**src/logic/mac_pkg.sv**
```systemverilog
// package: register map, fields and timing for the converter readout control
package mac_pkg;
  localparam int          MAC_ADDR_W      = 12;
  localparam logic [11:0] MAC_OFF_DATA    = 12'h000;
  localparam logic [11:0] MAC_OFF_TAGGED  = 12'h004;
  localparam logic [11:0] MAC_OFF_CHAN    = 12'h008;
  localparam logic [11:0] MAC_OFF_GAIN    = 12'h00C;
  localparam logic [11:0] MAC_OFF_MODE    = 12'h010;
  localparam logic [11:0] MAC_OFF_STATUS  = 12'h014;
  localparam logic [11:0] MAC_OFF_TRIG    = 12'h018;
  localparam logic [11:0] MAC_OFF_FRESET  = 12'h01C;
  localparam int          MAC_SAMPLE_W    = 12;
  localparam int          MAC_CHAN_W      = 5;
  localparam int          MAC_ENTRY_W     = MAC_SAMPLE_W + MAC_CHAN_W;
  localparam int          MAC_TAG_LSB     = 16;
  localparam int          MAC_GAIN_W      = 2;
  localparam logic [1:0]  MAC_GAIN_X1     = 2'h0;
  localparam logic [1:0]  MAC_GAIN_X10    = 2'h1;
  localparam logic [1:0]  MAC_GAIN_X100   = 2'h2;
  localparam int          MAC_MODE_W      = 4;
  localparam int          MAC_MODE_FIFO   = 0;
  localparam int          MAC_MODE_PACER  = 1;
  localparam int          MAC_MODE_SOFT   = 2;
  localparam int          MAC_MODE_SCAN   = 3;
  localparam int          MAC_ST_EMPTY    = 0;
  localparam int          MAC_ST_HALF     = 1;
  localparam int          MAC_ST_FULL     = 2;
  localparam int          MAC_ST_BUSY     = 3;
  localparam int          MAC_CONV_NS     = 100;
  localparam int          MAC_CLK_MHZ     = 100;
  localparam int          MAC_CONV_CYC    = (MAC_CONV_NS * MAC_CLK_MHZ + 999) / 1000;
  localparam int          MAC_FIFO_DEPTH  = 8;
endpackage

```
**src/logic/mac_fifo_if.sv**
```systemverilog
// interface: valid/ready stream between the converter path and the sample fifo
`timescale 1ns/1ps
interface mac_fifo_if #(parameter int WIDTH = 17);
  logic             valid;
  logic             ready;
  logic [WIDTH-1:0] data;
  modport src (output valid, output data, input ready);
  modport snk (input valid, input data, output ready);
endinterface

```
**src/logic/mac_fifo.sv**
```systemverilog
// module: parameterised sample fifo in flip-flops with occupancy flags
`timescale 1ns/1ps
module mac_fifo #(
  parameter int WIDTH = 17,
  parameter int DEPTH = 8
) (
  input  wire logic   pclk,
  input  wire logic   presetn,
  input  wire logic   flush,
  mac_fifo_if.snk     wr,
  mac_fifo_if.src     rd,
  output logic [$clog2(DEPTH):0] count
);
  localparam int AW = $clog2(DEPTH);
  logic [WIDTH-1:0] mem_q [DEPTH];
  logic [AW-1:0]    wp_q;
  logic [AW-1:0]    rp_q;
  logic [AW:0]      cnt_q;
  logic             push;
  logic             pop;

  function automatic logic [AW-1:0] bump(input logic [AW-1:0] p);
    return (p == AW'(DEPTH - 1)) ? '0 : p + 1'b1;
  endfunction

  assign wr.ready = (cnt_q != (AW+1)'(DEPTH));
  assign rd.valid = (cnt_q != '0);
  assign rd.data  = mem_q[rp_q];
  assign push     = wr.valid && wr.ready;
  assign pop      = rd.valid && rd.ready;
  assign count    = cnt_q;

  always_ff @(posedge pclk) begin
    if (push) begin
      mem_q[wp_q] <= wr.data;
    end
  end

  always_ff @(posedge pclk or negedge presetn) begin
    if (!presetn) begin
      wp_q  <= '0;
      rp_q  <= '0;
      cnt_q <= '0;
    end else if (flush) begin
      wp_q  <= '0;
      rp_q  <= '0;
      cnt_q <= '0;
    end else begin
      if (push) begin
        wp_q <= bump(wp_q);
      end
      if (pop) begin
        rp_q <= bump(rp_q);
      end
      cnt_q <= cnt_q + (AW+1)'(push) - (AW+1)'(pop);
    end
  end
endmodule

```
**src/logic/mac_top.sv**
```systemverilog
// module: apb register file, trigger and scan sequencing, result readout
//
// Notes on behaviour
// data register holds the 12-bit unsigned result, bit 0 lsb, bit 11 msb
// 32-bit tagged result register carries converted channel in bits 16..20
// tagged result register carries the 12-bit value in bits 0..11
// 32 channels; channel select accepts 0 to 31
// scan off: only the last written channel is converted
// scan on: channel select is the last channel of the sweep
// gain is unity after reset until software writes a new code
// gain code 0 is x1, 1 is x10, 2 is x100; reads back as written, except that a write of code 3 is ignored and the old code stays
// status shows fifo empty and fifo half-full
// status shows fifo full, meaning results may have been lost
// status shows busy while converting and writing into the fifo
// mode register takes any mix of fifo, pacer, soft trigger, scan
// mode register reads back the programmed settings
// software may read data back to back; each read yields a new result (code: only with fifo on; with fifo off each read returns the same kept result)
// a soft trigger makes one conversion whose result appears at offset 0
// fifo reset discards stored samples; software uses it before starting
// with fifo on, each result read pops the oldest and updates flags
// unused result bits 12..15 and 21..31 read as zero
//
// The placing of the registers and register access over APB were left to the implementer.
`timescale 1ns/1ps
module mac_top
  import mac_pkg::*;
#(
  parameter int FIFO_DEPTH = mac_pkg::MAC_FIFO_DEPTH,
  parameter int CONV_CYC   = mac_pkg::MAC_CONV_CYC
) (
  input  wire logic                            pclk,
  input  wire logic                            presetn,
  input  wire logic                            psel,
  input  wire logic                            penable,
  input  wire logic                            pwrite,
  input  wire logic [mac_pkg::MAC_ADDR_W-1:0]  paddr,
  input  wire logic [31:0]                     pwdata,
  input  wire logic [3:0]                      pstrb,
  output logic      [31:0]                     prdata,
  output logic                                 pready,
  output logic                                 pslverr,
  input  wire logic                            pacer_tick,
  input  wire logic [mac_pkg::MAC_SAMPLE_W-1:0] adc_sample,
  output logic      [mac_pkg::MAC_CHAN_W-1:0]  mux_channel,
  output logic      [mac_pkg::MAC_GAIN_W-1:0]  pga_gain
);
  import mac_pkg::*;

  typedef enum logic [1:0] {MAC_IDLE, MAC_CONV, MAC_STORE} mac_state_t;

  localparam int CW = $clog2(CONV_CYC + 1);
  localparam int FW = $clog2(FIFO_DEPTH) + 1;

  mac_state_t                state_q;
  logic [CW-1:0]             conv_cnt_q;
  logic [MAC_CHAN_W-1:0]     channel_select_q;
  logic [MAC_CHAN_W-1:0]     scan_ch_q;
  logic [MAC_GAIN_W-1:0]     gain_code_q;
  logic [MAC_MODE_W-1:0]     mode_q;
  logic [MAC_ENTRY_W-1:0]    hold_q;
  logic [MAC_ENTRY_W-1:0]    entry_q;
  logic [31:0]               prdata_q;
  logic                      pready_q;
  logic                      pslverr_q;
  logic                      soft_req_q;
  logic                      flush_q;
  logic                      lost_q;
  logic [FW-1:0]             fcount;
  logic                      setup;
  logic                      wr_hit;
  logic                      rd_pop;
  logic                      start;
  logic                      fifo_on;
  logic [MAC_ENTRY_W-1:0]    head;

  mac_fifo_if #(.WIDTH(MAC_ENTRY_W)) push_if ();
  mac_fifo_if #(.WIDTH(MAC_ENTRY_W)) pop_if ();

  mac_fifo #(
    .WIDTH (MAC_ENTRY_W),
    .DEPTH (FIFO_DEPTH)
  ) u_fifo (
    .pclk    (pclk),
    .presetn (presetn),
    .flush   (flush_q),
    .wr      (push_if.snk),
    .rd      (pop_if.src),
    .count   (fcount)
  );

  function automatic logic is_off(input logic [MAC_ADDR_W-1:0] a, input logic [11:0] off);
    return a == off[MAC_ADDR_W-1:0];
  endfunction

  function automatic logic [31:0] tag_word(input logic [MAC_ENTRY_W-1:0] e);
    logic [31:0] w;
    w = '0;
    w[MAC_SAMPLE_W-1:0] = e[MAC_SAMPLE_W-1:0];
    w[MAC_TAG_LSB +: MAC_CHAN_W] = e[MAC_ENTRY_W-1 -: MAC_CHAN_W];
    return w;
  endfunction

  // one wait state: answer in the cycle after the access phase starts
  assign setup   = psel && penable && !pready_q;
  assign wr_hit  = setup && pwrite;
  assign fifo_on = mode_q[MAC_MODE_FIFO];
  assign rd_pop  = setup && !pwrite && fifo_on &&
                   (is_off(paddr, MAC_OFF_DATA) || is_off(paddr, MAC_OFF_TAGGED));
  assign start   = (state_q == MAC_IDLE) && !flush_q &&
                   (soft_req_q || (mode_q[MAC_MODE_PACER] && pacer_tick));

  assign push_if.valid = fifo_on && (state_q == MAC_STORE);
  assign push_if.data  = hold_q;
  assign pop_if.ready  = rd_pop;
  // an empty fifo reads zero: its storage has no reset and may hold stale words
  assign head = fifo_on ? (pop_if.valid ? pop_if.data : '0) : entry_q;

  assign prdata  = prdata_q;
  assign pready  = pready_q;
  assign pslverr = pslverr_q;

  always_ff @(posedge pclk or negedge presetn) begin
    if (!presetn) begin
      channel_select_q <= '0;
      gain_code_q      <= MAC_GAIN_X1;
      mode_q           <= '0;
    end else if (wr_hit) begin
      if (is_off(paddr, MAC_OFF_CHAN) && pstrb[0]) begin
        channel_select_q <= pwdata[MAC_CHAN_W-1:0];
      end
      if (is_off(paddr, MAC_OFF_GAIN) && pstrb[0] && pwdata[MAC_GAIN_W-1:0] != 2'h3) begin
        gain_code_q <= pwdata[MAC_GAIN_W-1:0];
      end
      if (is_off(paddr, MAC_OFF_MODE) && pstrb[0]) begin
        mode_q <= pwdata[MAC_MODE_W-1:0];
      end
    end
  end

  // soft trigger is held until the sequencer is idle so a pulse during a conversion is kept; a further pulse while one is held is merged into it
  always_ff @(posedge pclk or negedge presetn) begin
    if (!presetn) begin
      soft_req_q <= 1'b0;
      flush_q    <= 1'b0;
    end else begin
      flush_q <= wr_hit && is_off(paddr, MAC_OFF_FRESET);
      if (wr_hit && is_off(paddr, MAC_OFF_TRIG) && mode_q[MAC_MODE_SOFT]) begin
        soft_req_q <= 1'b1;
      end else if (start) begin
        soft_req_q <= 1'b0;
      end
    end
  end

  always_ff @(posedge pclk or negedge presetn) begin
    if (!presetn) begin
      state_q    <= MAC_IDLE;
      conv_cnt_q <= '0;
      scan_ch_q  <= '0;
      hold_q     <= '0;
    end else begin
      unique case (state_q)
        MAC_IDLE: begin
          if (start) begin
            state_q    <= MAC_CONV;
            conv_cnt_q <= CW'(CONV_CYC);
          end
        end
        MAC_CONV: begin
          if (conv_cnt_q == CW'(1)) begin
            hold_q  <= {mux_channel, adc_sample};
            state_q <= MAC_STORE;
          end else begin
            conv_cnt_q <= conv_cnt_q - 1'b1;
          end
        end
        MAC_STORE: begin
          // a full fifo drops the sample; the full flag warns software
          state_q <= MAC_IDLE;
          if (!mode_q[MAC_MODE_SCAN] || scan_ch_q >= channel_select_q) begin
            scan_ch_q <= '0;
          end else begin
            scan_ch_q <= scan_ch_q + 1'b1;
          end
        end
        default: state_q <= MAC_IDLE;
      endcase
    end
  end

  always_ff @(posedge pclk or negedge presetn) begin
    if (!presetn) begin
      mux_channel <= '0;
      pga_gain    <= MAC_GAIN_X1;
    end else begin
      mux_channel <= mode_q[MAC_MODE_SCAN] ? scan_ch_q : channel_select_q;
      pga_gain    <= gain_code_q;
    end
  end

  // fifo off: the last result is kept in a plain flip-flop register
  always_ff @(posedge pclk or negedge presetn) begin
    if (!presetn) begin
      entry_q <= '0;
      lost_q  <= 1'b0;
    end else begin
      if (!fifo_on && state_q == MAC_STORE) begin
        entry_q <= hold_q;
      end
      if (flush_q) begin
        lost_q <= 1'b0;
      end else if (push_if.valid && !push_if.ready) begin
        lost_q <= 1'b1;
      end
    end
  end

  always_ff @(posedge pclk or negedge presetn) begin
    if (!presetn) begin
      prdata_q  <= '0;
      pready_q  <= 1'b0;
      pslverr_q <= 1'b0;
    end else begin
      pready_q  <= setup;
      pslverr_q <= 1'b0;
      prdata_q  <= '0;
      if (setup && !pwrite) begin
        if (is_off(paddr, MAC_OFF_DATA)) begin
          prdata_q <= {20'h00000, head[MAC_SAMPLE_W-1:0]};
        end else if (is_off(paddr, MAC_OFF_TAGGED)) begin
          prdata_q <= tag_word(head);
        end else if (is_off(paddr, MAC_OFF_CHAN)) begin
          prdata_q <= {27'h0000000, channel_select_q};
        end else if (is_off(paddr, MAC_OFF_GAIN)) begin
          prdata_q <= {30'h00000000, gain_code_q};
        end else if (is_off(paddr, MAC_OFF_MODE)) begin
          prdata_q <= {28'h0000000, mode_q};
        end else if (is_off(paddr, MAC_OFF_STATUS)) begin
          prdata_q[MAC_ST_EMPTY] <= (fcount == '0);
          prdata_q[MAC_ST_HALF]  <= (fcount >= FW'(FIFO_DEPTH / 2));
          prdata_q[MAC_ST_FULL]  <= (fcount == FW'(FIFO_DEPTH)) || lost_q;
          prdata_q[MAC_ST_BUSY]  <= (state_q != MAC_IDLE);
        end else if (!is_off(paddr, MAC_OFF_TRIG) && !is_off(paddr, MAC_OFF_FRESET)) begin
          pslverr_q <= 1'b1;
        end
      end else if (setup && pwrite) begin
        pslverr_q <= !(is_off(paddr, MAC_OFF_CHAN) || is_off(paddr, MAC_OFF_GAIN) ||
                       is_off(paddr, MAC_OFF_MODE) || is_off(paddr, MAC_OFF_TRIG) ||
                       is_off(paddr, MAC_OFF_FRESET));
      end
    end
  end
endmodule
```
**config.mk**
```make
export PLATFORM = sky130hd
export DESIGN_NAME = mac_top
export DESIGN_NICKNAME = d
export VERILOG_FILES = /design/src/logic/mac_pkg.sv /design/src/logic/mac_fifo_if.sv /design/src/logic/mac_fifo.sv /design/src/logic/mac_top.sv
export SDC_FILE = /design/constraint.sdc
export NUM_CORES = 1
export LEC_CHECK = 0
export ABC_CLOCK_PERIOD_IN_PS = 3700
export CORE_ASPECT_RATIO = 0.9
export CORE_MARGIN = 2
export CORE_UTILIZATION = 45
export DETAILED_ROUTE_END_ITERATION = 6
export DONT_BUFFER_PORTS = 1
export PLACE_DENSITY = 0.71
export SLEW_MARGIN = 10
export SYNTH_ARGS = -nofsm -noshare
export SYNTH_HDL_FRONTEND = slang
export SYNTH_SLANG_ARGS = --single-unit
export TNS_END_PERCENT = 30
```
**constraint.sdc**
```tcl
create_clock -name pclk -period 3.7 [get_ports pclk]
set_input_delay 0.37 -clock pclk [delete_from_list [all_inputs] [get_ports pclk]]
set_output_delay 0.37 -clock pclk [all_outputs]
set_load 0.02 [all_outputs]
```
==> results.txt <==
The clock insertion delay at the later pin of the skew report was 520 ps. The portion of the clock cycle consumed by the worst path in the final layout was 0.782. The internal portion of the total power is 4.76 mW. On the final layout, the worst clock skew is 13.2 ps. The run gives 0 as the number of warnings reported in the yosys synthesis log. In the routed layout, each cell is associated on average with a via count of 5.44.

The sum of overflow across all layers after global routing is 0. The cell area after placement was 9860 µm²; the critical path buffer and inverter count was 2. For the final routed database, the setup TNS stands at 0 ps. The gate count after technology mapping is 632. The combined area of all synthesized cells was 9540 µm². The setup path with the least slack is of type register to register. The tools report the final-report max-slew violation count as 0.

After the first detailed-routing iteration, the DRC count stood at 380. The proportion of register bits with asynchronous set or reset after synthesis is 0.411. The slew at the pin closest to its max-slew limit came out at 1050 ps.

The tools report the proportion of synthesized chip area in sequential cells as 0.677. In this run the power density over the cells is 550 nW/µm². For the net switching power, the log shows 1.27 mW. In this run the worst hold path is classified as input port to register. Counting buffers and inverters, the worst setup path is 9 cells deep. Leading cell type in the layout, fill and taps excluded: sky130_fd_sc_hd__edfxtp_1. Critical path's largest stage delay: 470 ps. For the total number of clock tree sinks, the log shows 231. The flow ran to the end, and the final reports show no timing, DRC or antenna violations.

The max-cap check violation count is 0. For this block, the routed nets add up to 19.5 mm of wire. The element type at the critical path end was a register. The prevailing post-synth register cell is sky130_fd_sc_hd__edfxtp_1. Once detail routing completed, the nets flagged for antenna violations numbered 0. Among the stages of the critical path, the cell type that occurs most often is sky130_fd_sc_hd__ha_1. Summed over all cells, the static leakage comes to 4.25 nW. The H-tree depth is 1, and the mean instance size in the synthesized netlist is 15.1 µm².

Clock tree synthesis selected as its root buffer the cell sky130_fd_sc_hd__clkbuf_16. The fmax is 345 MHz. The logs give 20800 µm² for the core box area and 0 for the total DRC errors in the routed layout. The share of power burned in registers is 0.526.

The synthesized design contains 136 enable-type register cells. For the largest voltage drop on the vdd net, the log shows 0.000272 V. For the required time reported for the critical path endpoint, the log shows 4070 ps.

The relative area change from synthesis to final layout is 15.0%. Row generation in the floorplan step produced 50 rows. In the final routed layout, each cell accounts on average for 19.9 µm.

The quantity of I/O buffers inserted on ports was 0; the number of global-route vias before repair was 5643. Entering global routing, the biggest net connects 96 pins. The synthesized flop and latch total works out to 231.

Setup repair after global routing left no endpoint under its margin. STA classifies the critical path startpoint as a register. The worst register-to-register path has a depth of 9.

The core occupancy in the finished layout came out at 0.527. Counting the buffers created by CTS gives 25. The first-pass GRT wire length is 30.8 mm, and the clock slew seen by the registers of the worst setup and hold paths is 60 ps. The count of distinct cell types in the synthesized netlist is 50. The slowest stage of the critical path is the sky130_fd_sc_hd__dfrtp_1 cell. Number of cells after detailed placement: 912. After routing the design area is 11000 µm².

Traced cell by cell, the critical path runs through nand3b_1, nor4_1, nand4_1, clkinv_1, ha_1, inv_1, ha_1, fa_1, nor2b_1. Largest driver fanout on the critical path: 9. Kind of cell with the highest combined delay on the critical path: simple AND/OR/NAND/NOR gates. The antenna cell count was 0.

The number of cells traversed by the worst hold path came out at 1. For the total number of nets in the final design, the log shows 759. The number of standard cells in the layout, taps in and fillers out is 979, and the signal arrival time at the worst endpoint is 3270 ps. In the layout the commonest cells are 136 x sky130_fd_sc_hd__edfxtp_1, 95 x sky130_fd_sc_hd__dfrtp_1, 88 x sky130_fd_sc_hd__nand2_1. For the length of the first detailed-routing pass in iterations, the log shows 5.

The run gives 0.429 as the clock network fraction of design power. The vertical die dimension was 142 µm; the tightest slew margin relative to the limit was 0.298. The share of cells above drive strength 1 is 0.196. Summing over every cut layer, the via total after detailed routing is 5324.

The number of antenna violations at the first check in global routing is 0. Final hold violation count: 0. The global placer's final weighted congestion was 0.871. 107 I/O pins were placed. Setup violations remaining at the end of the flow were counted as 0. The number of buffers on the longest clock path came out at 3. The post-detailed-placement half-perimeter wirelength came out at 12.4 mm.

The worst register-to-register path has a setup slack of 810 ps. TritonCTS built the clock tree. The floorplan step defined a die boundary enclosing 22400 µm².

The part of the power in combinational logic was 0.045; the clock period minus worst slack was 2890 ps. The layout has 1651 filler cells. The initial core utilization is 0.458, and the fraction of power spent switching nets is 0.211.

In this run the horizontal extent of the chip is 158 µm. The global routing usage summed across all routing layers was 0.180.
-- cell families after synthesis --
kind of cell             share of synthesized area
AND/OR/NAND/NOR                             0.0856
AO/OA/AOI/OAI                               0.0385
multiplexers                                 0.134
XOR/XNOR                                   0.00459
flip-flops                                   0.677
adder cells (fa/ha/maj)                     0.0257
other                                     0.000393
buffers and inverters                       0.0342
-- synthesized netlist by cell type (2+ instances only) --
library cell | number | share of area
sky130_fd_sc_hd__buf_4 | 16 | 0.013
sky130_fd_sc_hd__a31oi_1 | 6 | 0.0039
sky130_fd_sc_hd__nor2b_1 | 6 | 0.0039
sky130_fd_sc_hd__mux2i_1 | 13 | 0.014
sky130_fd_sc_hd__buf_2 | 4 | 0.0021
sky130_fd_sc_hd__edfxtp_1 | 136 | 0.43
sky130_fd_sc_hd__or3_1 | 5 | 0.0033
sky130_fd_sc_hd__buf_6 | 2 | 0.0024
sky130_fd_sc_hd__nand3_1 | 7 | 0.0037
sky130_fd_sc_hd__nand2b_1 | 8 | 0.0052
sky130_fd_sc_hd__dfrtp_1 | 95 | 0.25
sky130_fd_sc_hd__o211ai_1 | 3 | 0.0024
sky130_fd_sc_hd__clkbuf_1 | 12 | 0.0047
sky130_fd_sc_hd__xnor2_1 | 5 | 0.0046
sky130_fd_sc_hd__clkinv_1 | 3 | 0.0012
sky130_fd_sc_hd__nor3_1 | 8 | 0.0042
sky130_fd_sc_hd__nor4_1 | 5 | 0.0033
sky130_fd_sc_hd__nand4_1 | 5 | 0.0033
sky130_fd_sc_hd__mux4_2 | 34 | 0.080
sky130_fd_sc_hd__mux2_2 | 34 | 0.040
sky130_fd_sc_hd__or4_4 | 2 | 0.0024
sky130_fd_sc_hd__a22oi_1 | 5 | 0.0039
sky130_fd_sc_hd__o21ai_1 | 9 | 0.0047
sky130_fd_sc_hd__nand2_1 | 88 | 0.035
sky130_fd_sc_hd__nor2_1 | 31 | 0.012
sky130_fd_sc_hd__a21o_1 | 4 | 0.0031
sky130_fd_sc_hd__o21ai_0 | 13 | 0.0068
sky130_fd_sc_hd__ha_1 | 18 | 0.024
sky130_fd_sc_hd__buf_1 | 4 | 0.0016
sky130_fd_sc_hd__a21oi_1 | 13 | 0.0068
sky130_fd_sc_hd__nor4b_1 | 2 | 0.0018
sky130_fd_sc_hd__inv_1 | 18 | 0.0071
-- sequential cells by signal, summed over array words and instances (netlist names), 2 cells and up --
name and flops:
mux_channel 5, conv_cnt_q 4, u_fifo.rp_q 3, scan_ch_q 5, entry_q 17, u_fifo.mem_q 136
u_fifo.wp_q 3, hold_q 17, state_q 2, u_fifo.count 4, channel_select_q 5, gain_code_q 2
mode_q 4, prdata 17, pga_gain 2
-- path summary, 6_finish.rpt --
check,start,end
setup / recovery,pready$_DFF_PN0_,u_fifo.count[1]$_DFF_PN0_
hold / removal,pwdata[0],mode_q[0]$_DFFE_PN0P_
setup reg to reg,pready$_DFF_PN0_,u_fifo.count[1]$_DFF_PN0_
hold reg to reg,gain_code_q[1]$_DFFE_PN0P_,pga_gain[1]$_DFF_PN0_
max in group asynchronous,presetn,u_fifo.wp_q[2]$_DFFE_PN0P_
min in group asynchronous,presetn,prdata[1]$_DFF_PN0_
-- through the flow --
stage	worst slack (ps)	hold slack (ps)	power [mW]
floorplan	892	74.4	3.36
global placement	857	80.8	3.41
detailed placement	800	80.5	3.45
CTS	852	1.39	6.09
global route	634	5.60	6.25
finish	805	10.6	6.03
-- cell type report --
type                            count  area (µm²)  share of cell area
Multi-Input combinational cell    355        2820               0.257
Tap cell                          286         358              0.0326
Timing Repair Buffer               40         370              0.0338
Clock inverter                      7         116              0.0106
Sequential cell                   231        6460               0.589
Clock buffer                       39         769              0.0701
Inverter                           21        78.8             0.00718
-- per-layer routing --
metal	part of all wire	global-route usage
met2	0.51	0.307
met1	0.41	0.242
met5	0	0
met3	0.059	0.0280
met4	0.022	0.0526
-- timing repair --
item / in CTS / in global routing
gates resized for setup: 0 / 0
hold buffers: 21 / 0
hold endpoints to repair: 114 / 0
setup buffers: 0 / 0
-- power groups by stage --
stage	Sequential [mW]	Combinational [mW]	Clock [mW]
final	3.17	0.272	2.59
after global routing	3.20	0.315	2.73
after CTS	3.17	0.276	2.64
after detailed placement	3.22	0.232	0
after global placement	3.20	0.213	0
after floorplan	3.15	0.213	0
Power figures use the tool's default switching activity.
